## config.mk

```make
export PLATFORM = sky130hd
export DESIGN_NAME = ppr_top
export DESIGN_NICKNAME = d
export VERILOG_FILES = /design/src/hw/ppr_buf.v /design/src/hw/ppr_route.v /design/src/hw/ppr_top.v
export VERILOG_INCLUDE_DIRS = /design/src /design/src/hw
export SDC_FILE = /design/constraint.sdc
export NUM_CORES = 1
export LEC_CHECK = 0
export BUFFER_PORTS_ARGS = -buffer_cell sky130_fd_sc_hd__buf_2
export CAP_MARGIN = 20
export CORE_MARGIN = 1
export CORE_UTILIZATION = 38
export DETAILED_ROUTE_END_ITERATION = 10
export GPL_TIMING_DRIVEN = 1
export SETUP_SLACK_MARGIN = 0.5
export SYNTH_ARGS = -nofsm -noshare
export SYNTH_HDL_FRONTEND = slang
export SYNTH_SLANG_ARGS = --single-unit
```

## constraint.sdc

```tcl
create_clock -name clk_sys -period 5.54 [get_ports clk_sys]
set_input_delay 1.108 -clock clk_sys [delete_from_list [all_inputs] [get_ports clk_sys]]
set_output_delay 1.108 -clock clk_sys [all_outputs]
set_load 0.005 [all_outputs]
```

## src/hw/ppr_defs.vh

```
// Constants for the parallel port mode router
`ifndef PPR_DEFS_VH
`define PPR_DEFS_VH

// Function select codes
`define PPR_F_PAR        4'h0
`define PPR_F_SER        4'h1
`define PPR_F_TUNE       4'h2
`define PPR_F_TUNE_SWAP  4'h3
`define PPR_F_PHASE_AMP  4'h4
`define PPR_F_AMP_PHASE  4'h5
`define PPR_F_HI_AMPH    4'h6
`define PPR_F_HI_POWH    4'h7
`define PPR_F_HI_AMPL    4'h8
`define PPR_F_HI_POWL    4'h9
`define PPR_F_LO_AMPH    4'hA
`define PPR_F_LO_POWH    4'hB
`define PPR_F_LO_AMPL    4'hC
`define PPR_F_LO_POWL    4'hD
`define PPR_F_LAST_DIR   4'hD

// Register offsets
`define PPR_OFS_CTRL     8'h00
`define PPR_OFS_TUNE     8'h04
`define PPR_OFS_PHAMP    8'h08
`define PPR_OFS_STATUS   8'h0C

// Control register fields and reset value
`define PPR_CTRL_PD_STYLE 3
`define PPR_CTRL_AMP_KEY  8
`define PPR_CTRL_STREAM   17
`define PPR_CTRL_MASK     32'h0002_0108
`define PPR_CTRL_RESET    32'h0000_0008

// Word widths
`define PPR_TUNE_W       32
`define PPR_PHASE_W      16
`define PPR_AMP_W        16
`define PPR_AMP_USED     12
`define PPR_BUF_W        60

`endif

```

## src/hw/ppr_buf.v

```verilog
// Two-entry buffer with valid and ready on both sides
`timescale 1ns/1ns
module ppr_buf #(
	parameter WIDTH = 60
) (
	// Clock and reset
	input  wire             clk_sys,
	input  wire             rst_b,
	// Fill side
	input  wire             in_valid,
	input  wire [WIDTH-1:0] in_data,
	output reg              in_ready,
	// Drain side
	output reg              out_valid,
	output wire [WIDTH-1:0] out_data,
	input  wire             out_ready
);
	reg [WIDTH-1:0] mem [0:1];
	reg             wr_ptr;
	reg             rd_ptr;
	reg [1:0]       count;
	wire            push;
	wire            pop;
	reg  [1:0]      next_count;

	assign push     = in_valid & in_ready;
	assign pop      = out_valid & out_ready;
	assign out_data = mem[rd_ptr];

	always @* begin
		next_count = count;
		if (push & ~pop)
			next_count = count + 2'h1;
		else if (pop & ~push)
			next_count = count - 2'h1;
	end

	always @(posedge clk_sys or negedge rst_b) begin
		if (!rst_b) begin
			wr_ptr    <= 1'b0;
			rd_ptr    <= 1'b0;
			count     <= 2'h0;
			in_ready  <= 1'b1;
			out_valid <= 1'b0;
		end else begin
			if (push)
				wr_ptr <= ~wr_ptr;
			if (pop)
				rd_ptr <= ~rd_ptr;
			count     <= next_count;
			in_ready  <= (next_count != 2'h2);
			out_valid <= (next_count != 2'h0);
		end
	end

	always @(posedge clk_sys) begin
		if (push)
			mem[wr_ptr] <= in_data;
	end
endmodule

```

## src/hw/ppr_route.v

```verilog
// Maps a direct-mode port word onto tuning, phase and amplitude words
`timescale 1ns/1ns
`include "ppr_defs.vh"
module ppr_route (
	// Select and port word
	input  wire [3:0]  func_sel,
	input  wire [31:0] port_data,
	// Present holding words
	input  wire [31:0] cur_tune,
	input  wire [15:0] cur_phase,
	input  wire [15:0] cur_amp,
	// Merged words
	output reg  [31:0] next_tune,
	output reg  [15:0] next_phase,
	output reg  [15:0] next_amp,
	output wire        is_direct
);
	// Direct modes are 0010 through 1101
	function dir_code;
		input [3:0] f;
		begin
			dir_code = (f >= `PPR_F_TUNE) && (f <= `PPR_F_LAST_DIR);
		end
	endfunction

	assign is_direct = dir_code(func_sel);

	always @* begin
		next_tune  = cur_tune;
		next_phase = cur_phase;
		next_amp   = cur_amp;
		if (func_sel >= `PPR_F_HI_AMPH && func_sel <= `PPR_F_HI_POWL)
			next_tune[31:8] = port_data[31:8];
		else if (func_sel >= `PPR_F_LO_AMPH && func_sel <= `PPR_F_LO_POWL)
			next_tune[23:0] = port_data[31:8];
		case (func_sel)
			`PPR_F_TUNE: begin
				next_tune = port_data;
			end
			`PPR_F_TUNE_SWAP: begin
				next_tune = {port_data[15:0], port_data[31:16]};
			end
			`PPR_F_PHASE_AMP: begin
				next_phase = port_data[31:16];
				next_amp   = {4'h0, port_data[11:0]};
			end
			`PPR_F_AMP_PHASE: begin
				next_amp   = {4'h0, port_data[27:16]};
				next_phase = port_data[15:0];
			end
			`PPR_F_HI_AMPH, `PPR_F_LO_AMPH: begin
				next_amp[15:8] = port_data[7:0];
			end
			`PPR_F_HI_POWH, `PPR_F_LO_POWH: begin
				next_phase[15:8] = port_data[7:0];
			end
			`PPR_F_HI_AMPL, `PPR_F_LO_AMPL: begin
				next_amp[7:0] = port_data[7:0];
			end
			`PPR_F_HI_POWL, `PPR_F_LO_POWL: begin
				next_phase[7:0] = port_data[7:0];
			end
			default: begin
				next_tune = cur_tune;
			end
		endcase
	end
endmodule

```

## src/hw/ppr_top.v

```verilog
// Parallel port mode router: port decode, holding words, core feed, registers
//
// Our own choices: the address-and-strobe port and the register offsets.
`timescale 1ns/1ns
`include "ppr_defs.vh"
module ppr_top (
	// Clock and reset
	input  wire        clk_sys,
	input  wire        rst_b,
	// Host port
	input  wire [3:0]  func_sel,
	input  wire [31:0] port_data,
	input  wire        port_valid,
	input  wire        io_update,
	output reg         port_ready,
	// Parallel programming outputs
	output reg         prog_active,
	output reg  [15:0] prog_data,
	output reg  [7:0]  prog_addr,
	output reg  [7:0]  prog_ctrl,
	// Serial programming outputs
	output reg         ser_active,
	output reg  [7:0]  ser_lines,
	// Synthesis core feed
	input  wire        core_ready,
	output reg         core_load,
	output reg  [31:0] core_tune,
	output reg  [15:0] core_phase,
	output reg  [11:0] core_amp,
	output reg         core_amp_en,
	// Power-down
	input  wire        external_powerdown_pin,
	output reg         pd_full,
	output reg         pd_fast,
	output reg         pll_hold_lock,
	// Register port
	input  wire [7:0]  reg_addr,
	input  wire [31:0] reg_wdata,
	input  wire        reg_wr,
	input  wire        reg_rd,
	output reg  [31:0] reg_rdata
);
	reg  [31:0] first_control_register;
	reg  [31:0] hold_tune;
	reg  [15:0] hold_phase;
	reg  [15:0] hold_amp;
	reg         upd_pending;
	wire [31:0] next_tune;
	wire [15:0] next_phase;
	wire [15:0] next_amp;
	wire        is_direct;
	wire        stream_on;
	wire        buf_in_ready;
	wire        buf_out_valid;
	wire [59:0] buf_out_data;
	wire        take_word;
	reg         buf_push;
	reg  [59:0] buf_word;
	wire        core_pop;

	assign stream_on = first_control_register[`PPR_CTRL_STREAM];
	assign take_word = port_valid & is_direct & buf_in_ready;
	assign core_pop  = buf_out_valid & core_ready;

	ppr_route u_route (
		.func_sel  (func_sel),
		.port_data (port_data),
		.cur_tune   (hold_tune),
		.cur_phase  (hold_phase),
		.cur_amp    (hold_amp),
		.next_tune  (next_tune),
		.next_phase (next_phase),
		.next_amp  (next_amp),
		.is_direct (is_direct)
	);

	// Word going into the buffer: merged word when streaming, else holding
	always @* begin
		buf_push = 1'b0;
		buf_word = {hold_tune, hold_phase, hold_amp[11:0]};
		if (stream_on & take_word) begin
			buf_push = 1'b1;
			buf_word = {next_tune, next_phase, next_amp[11:0]};
		end else if (upd_pending) begin
			buf_push = 1'b1;
		end
	end

	ppr_buf #(
		.WIDTH (`PPR_BUF_W)
	) u_buf (
		.clk_sys   (clk_sys),
		.rst_b     (rst_b),
		.in_valid  (buf_push),
		.in_data   (buf_word),
		.in_ready  (buf_in_ready),
		.out_valid (buf_out_valid),
		.out_data  (buf_out_data),
		.out_ready (core_ready)
	);

	// Holding words and transfer request
	always @(posedge clk_sys or negedge rst_b) begin
		if (!rst_b) begin
			hold_tune   <= 32'h0000_0000;
			hold_phase  <= 16'h0000;
			hold_amp    <= 16'h0000;
			upd_pending <= 1'b0;
		end else begin
			if (take_word) begin
				hold_tune  <= next_tune;
				hold_phase <= next_phase;
				hold_amp <= next_amp;
			end
			// New strobe wins over the clear of an earlier one
			if (io_update & ~stream_on)
				upd_pending <= 1'b1;
			else if (buf_push & buf_in_ready)
				upd_pending <= 1'b0;
		end
	end

	// Programming mode outputs
	always @(posedge clk_sys or negedge rst_b) begin
		if (!rst_b) begin
			prog_active <= 1'b0;
			prog_data   <= 16'h0000;
			prog_addr   <= 8'h00;
			prog_ctrl   <= 8'h00;
			ser_active  <= 1'b0;
			ser_lines   <= 8'h00;
			port_ready  <= 1'b1;
		end else begin
			port_ready  <= buf_in_ready;
			prog_active <= (func_sel == `PPR_F_PAR);
			ser_active  <= (func_sel == `PPR_F_SER);
			if (func_sel == `PPR_F_PAR) begin
				prog_data <= port_data[31:16];
				prog_addr <= port_data[15:8];
				prog_ctrl <= port_data[7:0];
			end
			if (func_sel == `PPR_F_SER)
				ser_lines <= port_data[7:0];
		end
	end

	// Core words updated only from the buffer; amplitude enable follows the control register
	always @(posedge clk_sys or negedge rst_b) begin
		if (!rst_b) begin
			core_load   <= 1'b0;
			core_tune   <= 32'h0000_0000;
			core_phase  <= 16'h0000;
			core_amp    <= 12'h000;
			core_amp_en <= 1'b0;
		end else begin
			core_load   <= core_pop;
			core_amp_en <= first_control_register[`PPR_CTRL_AMP_KEY];
			if (core_pop) begin
				core_tune  <= buf_out_data[59:28];
				core_phase <= buf_out_data[27:12];
				core_amp <= buf_out_data[11:0];
			end
		end
	end

	// Power-down steering
	always @(posedge clk_sys or negedge rst_b) begin
		if (!rst_b) begin
			pd_full       <= 1'b0;
			pd_fast       <= 1'b0;
			pll_hold_lock <= 1'b1;
		end else begin
			pd_full       <= external_powerdown_pin & first_control_register[`PPR_CTRL_PD_STYLE];
			pd_fast       <= external_powerdown_pin & ~first_control_register[`PPR_CTRL_PD_STYLE];
			pll_hold_lock <= ~(external_powerdown_pin & first_control_register[`PPR_CTRL_PD_STYLE]);
		end
	end

	// Register port
	always @(posedge clk_sys or negedge rst_b) begin
		if (!rst_b) begin
			first_control_register <= `PPR_CTRL_RESET;
			reg_rdata              <= 32'h0000_0000;
		end else begin
			if (reg_wr && reg_addr == `PPR_OFS_CTRL)
				first_control_register <= reg_wdata & `PPR_CTRL_MASK;
			reg_rdata <= 32'h0000_0000;
			if (reg_rd) begin
				case (reg_addr)
					`PPR_OFS_CTRL: begin
						reg_rdata <= first_control_register;
					end
					`PPR_OFS_TUNE: begin
						reg_rdata <= core_tune;
					end
					`PPR_OFS_PHAMP: begin
						reg_rdata <= {core_phase, 4'h0, core_amp};
					end
					`PPR_OFS_STATUS: begin
						reg_rdata <= {24'h00_0000, func_sel, upd_pending, pd_fast, pd_full, port_ready};
					end
					default: begin
						reg_rdata <= 32'h0000_0000;
					end
				endcase
			end
		end
	end
endmodule

```

==> results.toml, run 1 <==
[run_status]
status = "finished clean"

[power_and_ir_drop]
p_clk_frac = 0.291
p_sw_frac = 0.314
p_leak_nw = 7.37
power_frac_seq = 0.465
p_int_mw = 5.81
comb_power_share = 0.244
power_per_cell_area_mw_per_mm2 = 494
p_sw_mw = 2.66
peakVddDrop_uv = 254

[cells_and_area]
instances_no_fill = 1885
seqCellArea_sq_mm = 0.00886
syn_to_final_growth_pct = 18.6
layout-drive-gt1-share = 0.261
multi_input_area_sq_mm = 0.00512
nFillCells = 3432
final_net_count = 1428

[worst_setup_path]
cp_max_fo = 33
critPathBufInv = 3
crit_required_ns = 5.82
rrSetupSlack_ns = 2.87
crit_top_cell = "buf_4"
cp_cell_sequence = "buf_2, buf_4, nor2b_1, buf_4, a311o_1, nand2_1, mux2_2"
cp-start-kind = "input pin"
worst_path_max_delay_cell = "buf_2"
worst_setup_path_end_kind = "flip-flop"
crit_type = "input pin to flip-flop"
crit_family = "buffers and inverters"
arrival_ns = 3.47
critPathMaxStageDelay_ns = 0.51

[timing]
finalCritPeriodShare = 0.577
rsz0062_at_grt = "false"
fin_crit_ns = 3.19
slew_headroom = 0.316
drv_slew = 0
timing.fmax_mhz = 313
worstMarginPinSlew_ns = 1.03
setup_viol = 0
hold_viol = 0
fin_tns_setup_ns = 0
setup_slack_ns = 2.35
finClkSkew_ns = 0.0121

[yosys]
ys_warn_count = 0
synth_most_common_cell = "dfrtp_1"
synth_cells = 1184
syn_area_sq_mm = 0.0145
synth_fp_nets = 1268
yosysTopAreaCellShare = 0.356
synth_edf_count = 120
yosys-top-cells-area = "dfrtp_1 36%, edfxtp_1 25%, mux2i_1 6.0%"
ys_seq_elements = 330
yosysTopAreaCell = "dfrtp_1"
synth_async_sr_flop_share = 0.636
synth_cell_types = 55
post_synth.cell_area_avg_sq_um = 12.2
seq_area_frac_synth = 0.613
synth_flop_cell = "dfrtp_1"
yosys-top-cells-count = "206 x dfrtp_1, 123 x nand2_1, 120 x edfxtp_1, 106 x o21ai_0, 87 x mux2i_1"

[routing]
post_drt_via_cell_ratio = 5.42
drt_pre_antenna_iters = 6
drtIter0Drc = 857
drc = 0
routed_wl_um = 39500
vias = 10200
ant_nets = 0
routedWlPerCell_um = 21.0

[placed_design]
dp.cells = 1812
dp_hpwl_um = 26500
dpl_worst_slack_ns = 1.72
gp_congestion = 0.813
io_buffers = 194

[min_path]
hold_path.class = "flip-flop to flip-flop"

[global_route]
antenna_found_initial = 3
grt_overflow_total = 0
grt_max_degree = 124
grt_pass1_wl_um = 60000
globalRouteTotalUtil = 0.203
grt_pass1_vias = 9675

[die]
die_y_um = 197
io_pins = 224
die-width_um = 197
coreArea_sq_mm = 0.0376
std_cell_rows = 71
dieArea_sq_mm = 0.0389
initial_core_util = 0.385

[clock_network]
cts-resized-gates = 0
ctsHtreeMaxLevel = 2
cts_tree = "done"
clk_pin_slew_ns = 0.06
postCtsHoldBufs = 0
clockRootBuffer = "clkbuf_16"
clk_path_buf_depth = 3
cts.sinks = 330
clk_latency_ns = 0.54
postCtsSetupRepairBufs = 0
cts_buffers = 37

[job]
cap_violations = 0
final timing paths:
kind                                                start          endpoint  cells after the start
max in group asynchronous                           rst_b     prog_data[15]                      2
worst max-delay path                          func_sel[2]  u_buf.mem[0][26]                      7
worst min-delay path            first_control_register[8]       core_amp_en                      0
worst max register to register             u_buf.in_ready  u_buf.mem[0][38]                      4
min in group asynchronous                           rst_b     reg_rdata[26]                      1
worst min register to register  first_control_register[8]       core_amp_en                      0
state kept, by name, summed over array words and instances (netlist names), 2 cells and up:
name	flops
core_amp	12
core_phase	16
core_tune	32
first_control_register	3
hold_amp	12
hold_phase	16
hold_tune	32
prog_addr	8
prog_ctrl	8
prog_data	16
reg_rdata	32
ser_lines	8
u_buf.count	2
u_buf.mem	120
final cells by class:
class | instances | area share
clock inverter | 22 | 0.0128
antenna | 1 | 0.000146
multi-input combinational | 730 | 0.298
inverter | 33 | 0.00722
sequential | 330 | 0.517
tap | 511 | 0.0373
timing repair buffer | 212 | 0.0678
clock buffer | 46 | 0.0595
stage by stage:
| stage | total power [mW] | hold slack, ns | cell area [sq um] | utilization |
|---|---|---|---|---|
| 3_3_place_gp | 6.00 | 0.378 | 15900 | 0.422 |
| 2_1_floorplan | 5.12 | 0.352 | 14500 | - |
| 4_1_cts | 8.57 | 0.402 | 17100 | 0.455 |
| 6_report | 8.47 | 0.401 | 17200 | 0.456 |
| 5_1_grt | 8.95 | 0.420 | 17200 | 0.456 |
| 3_5_place_dp | 6.07 | 0.393 | 15900 | 0.422 |
cell usage in the layout, fill, tap and decap left out, drive strengths merged, types with 2 or more instances in the layout:
cell type | synthesis | layout
buf | 30 | 211
dfrtp | 206 | 206
nand2 | 123 | 123
edfxtp | 120 | 120
o21ai | 110 | 110
mux2i | 87 | 87
nor2 | 68 | 68
mux2 | 68 | 68
a22oi | 57 | 57
clkbuf | 61 | 47
o221ai | 35 | 35
inv | 33 | 34
o2bb2ai | 32 | 32
a22o | 24 | 24
or3 | 17 | 17
o2111ai | 16 | 16
clkinv | 0 | 16
a21oi | 14 | 14
and3 | 10 | 10
nor2b | 10 | 10
xnor2 | 6 | 6
nand3b | 6 | 6
a221oi | 6 | 6
nand3 | 5 | 5
nand2b | 4 | 4
dfstp | 4 | 4
nor3b | 4 | 4
bufinv | 0 | 3
a2bb2oi | 2 | 2
or4 | 2 | 2
and2 | 2 | 2
and3b | 2 | 2
o22ai | 2 | 2
nand4 | 2 | 2
o311a | 2 | 2
nand4b | 2 | 2
clkinvlp | 0 | 2
nor3 | 2 | 2
kinds of logic after synthesis:
logic type,count (synthesis),share of synthesized area
buffers and inverters,124,0.0351
multiplexers,156,0.115
flip-flops,330,0.613
XOR/XNOR,7,0.00424
AO/OA/AOI/OAI,306,0.149
AND/OR/NAND/NOR,261,0.0837
power groups by stage:
stage	logic, mW	registers (mW)	clock network (mW)
floorplan	1.26	3.86	0
global placement	2.03	3.96	0
detailed placement	2.08	3.99	0
CTS	2.08	3.95	2.53
global route	2.30	4.03	2.62
finish	2.07	3.94	2.46
layer usage:
| metal | global-route usage | up-vias | share of wire |
|---|---|---|---|
| met5 | 0 | - | 0.00063 |
| met4 | 0.0612 | 4 | 0.024 |
| met3 | 0.0406 | 78 | 0.069 |
| met2 | 0.302 | 415 | 0.43 |
| met1 | 0.299 | 5007 | 0.47 |
| li1 | - | 4720 | - |
worst register-to-register path: cells and delay by family (launching register included):
| family | cells | cell delay (ns) |
|---|---|---|
| compound gates | 1 | 0.28 |
| buf+inv | 1 | 0.33 |
| flops | 1 | 0.68 |
| simple gates | 2 | 1.04 |
Power figures use the tool's default switching activity.
==> run 2: changes to the inputs <==
==> constraint.sdc (replaced) <==
create_clock -name clk_sys -period 3 [get_ports clk_sys]
set_input_delay 0.6 -clock clk_sys [delete_from_list [all_inputs] [get_ports clk_sys]]
set_output_delay 0.6 -clock clk_sys [all_outputs]
set_load 0.005 [all_outputs]
==> results.toml, run 2 (synthesized netlist as in run 1, its figures left out) <==
[clock_network]
postCtsHoldBufs = 0
postCtsSetupRepairBufs = 0
cts_tree = "done"
clk_latency_ns = 0.56
cts.sinks = 330
cts_buffers = 38
clk_pin_slew_ns = 0.06
clockRootBuffer = "clkbuf_16"
cts-resized-gates = 0
ctsHtreeMaxLevel = 2
clk_path_buf_depth = 3

[global_route]
grt_pass1_vias = 10000
grt_max_degree = 67
grt_pass1_wl_um = 61900
grt_overflow_total = 0
globalRouteTotalUtil = 0.211
antenna_found_initial = 1

[worst_setup_path]
crit_family = "simple AND/OR/NAND/NOR gates"
worst_path_max_delay_cell = "dfrtp_1"
critPathMaxStageDelay_ns = 0.51
arrival_ns = 2.55
cp-start-kind = "flip-flop"
crit_required_ns = 3.28
crit_type = "flip-flop to flip-flop"
rrSetupSlack_ns = 0.74
critPathBufInv = 1
crit_top_cell = "and3_1"
r2r-end = "u_buf.mem[1][6]"
r2r_cells = 5
worst_setup_path_end_kind = "flip-flop"
r2r-start = "first_control_register[17]"
cp_cell_sequence = "and3_1, and3_1, buf_4, nand2_1, a22o_1"
cp_max_fo = 9

[routing]
vias = 10400
post_drt_via_cell_ratio = 5.44
drc = 0
drtIter0Drc = 927
drt_pre_antenna_iters = 6
ant_nets = 0
routedWlPerCell_um = 21.2
routed_wl_um = 40500

[cells_and_area]
seqCellArea_sq_mm = 0.00886
multi_input_area_sq_mm = 0.00512
regMostFlops = "u_buf.mem"
final_net_count = 1453
final_common_cell = "dfrtp_1"
layout-drive-gt1-share = 0.272
syn_to_final_growth_pct = 20.4
instances_no_fill = 1910
largest_reg_flops = 120
n_antenna_cell = 0
layout_common_cells = "205 x dfrtp_1, 193 x buf_2, 122 x nand2_1"
nFillCells = 3431
final_area_sq_mm = 0.0174
post-route-util = 0.463

[die]
initial_core_util = 0.385
dieArea_sq_mm = 0.0389
coreArea_sq_mm = 0.0376
die-width_um = 197
io_pins = 224
die_y_um = 197
std_cell_rows = 71

[timing]
hold_ws_ns = 0.000377
slew_headroom = 0.484
finalCritPeriodShare = 0.755
worstMarginPinSlew_ns = 0.773
hold_viol = 0
rsz0062_at_grt = "false"
timing.fmax_mhz = 442
fin_crit_ns = 2.26
finClkSkew_ns = 0.0246
setup_viol = 0
setup_slack_ns = 0.736
drv_slew = 0
fin_tns_setup_ns = 0

[power_and_ir_drop]
p_int_mw = 11.0
power_mw = 16.0
p_clk_frac = 0.297
comb_power_share = 0.252
power_per_cell_area_mw_per_mm2 = 918
p_sw_frac = 0.312
peakVddDrop_uv = 450
p_sw_mw = 4.99
power_frac_seq = 0.451
p_leak_nw = 7.52

[placed_design]
dp_hpwl_um = 27300
dp.cells = 1840
dpl-instance-area_sq_mm = 0.0161
dpl_worst_slack_ns = 0.355
gp_congestion = 0.884
io_buffers = 194

[run_status]
status = "finished clean"

[job]
cap_violations = 0

[min_path]
hold_path.class = "input pin to async pin"
==> run 2: cell count changes in the layout (fill, tap and decap cells not counted), sizes merged <==
cell    change
inv         +2
clkinv      -6
bufinv      +1
clkbuf      +4
buf        +25
diode       -1
==> run 2: metal layers <==
metal  vias up  global-route usage  part of all wire
met1      5100               0.311              0.47
li1       4771                   -                 -
met2       437               0.309              0.43
met5         -                   0           0.00032
met3        71              0.0476             0.078
met4         2              0.0643             0.026
==> run 2: layout make-up <==
| class | count | share of cell area |
|---|---|---|
| Sequential cell | 330 | 0.509 |
| Inverter | 33 | 0.00711 |
| Timing Repair Buffer | 236 | 0.0787 |
| Clock buffer | 51 | 0.0616 |
| Multi-Input combinational cell | 730 | 0.294 |
| Clock inverter | 19 | 0.0127 |
| Tap cell | 511 | 0.0367 |
==> run 2: worst register-to-register path, stage by stage (launching register included) <==
cell     delay (ns)
dfrtp_1        0.51
and3_1         0.34
and3_1         0.40
buf_4          0.24
nand2_1        0.19
a22o_1         0.31
==> run 2: worst max path at each step <==
stage	from	endpoint	slack [ns]	cells after the start
2_1_floorplan	func_sel[2]	u_buf.mem[1][0]	0.49	4
5_1_grt	first_control_register[17]	u_buf.mem[0][3]	0.63	5
3_3_place_gp	func_sel[2]	u_buf.mem[1][50]	0.24	5
3_5_place_dp	func_sel[2]	u_buf.mem[0][52]	0.35	6
4_1_cts	first_control_register[17]	u_buf.mem[1][6]	0.78	5
6_report	first_control_register[17]	u_buf.mem[1][6]	0.74	5
==> run 2: power by group through the flow <==
stage               combinational, mW  sequential [mW]  clock [mW]
floorplan                        2.34             7.10           0
global placement                 3.97             7.23           0
detailed placement               4.05             7.28           0
global route                     4.47             7.37        5.03
finish                           4.03             7.21        4.75
CTS                              4.07             7.21        4.87
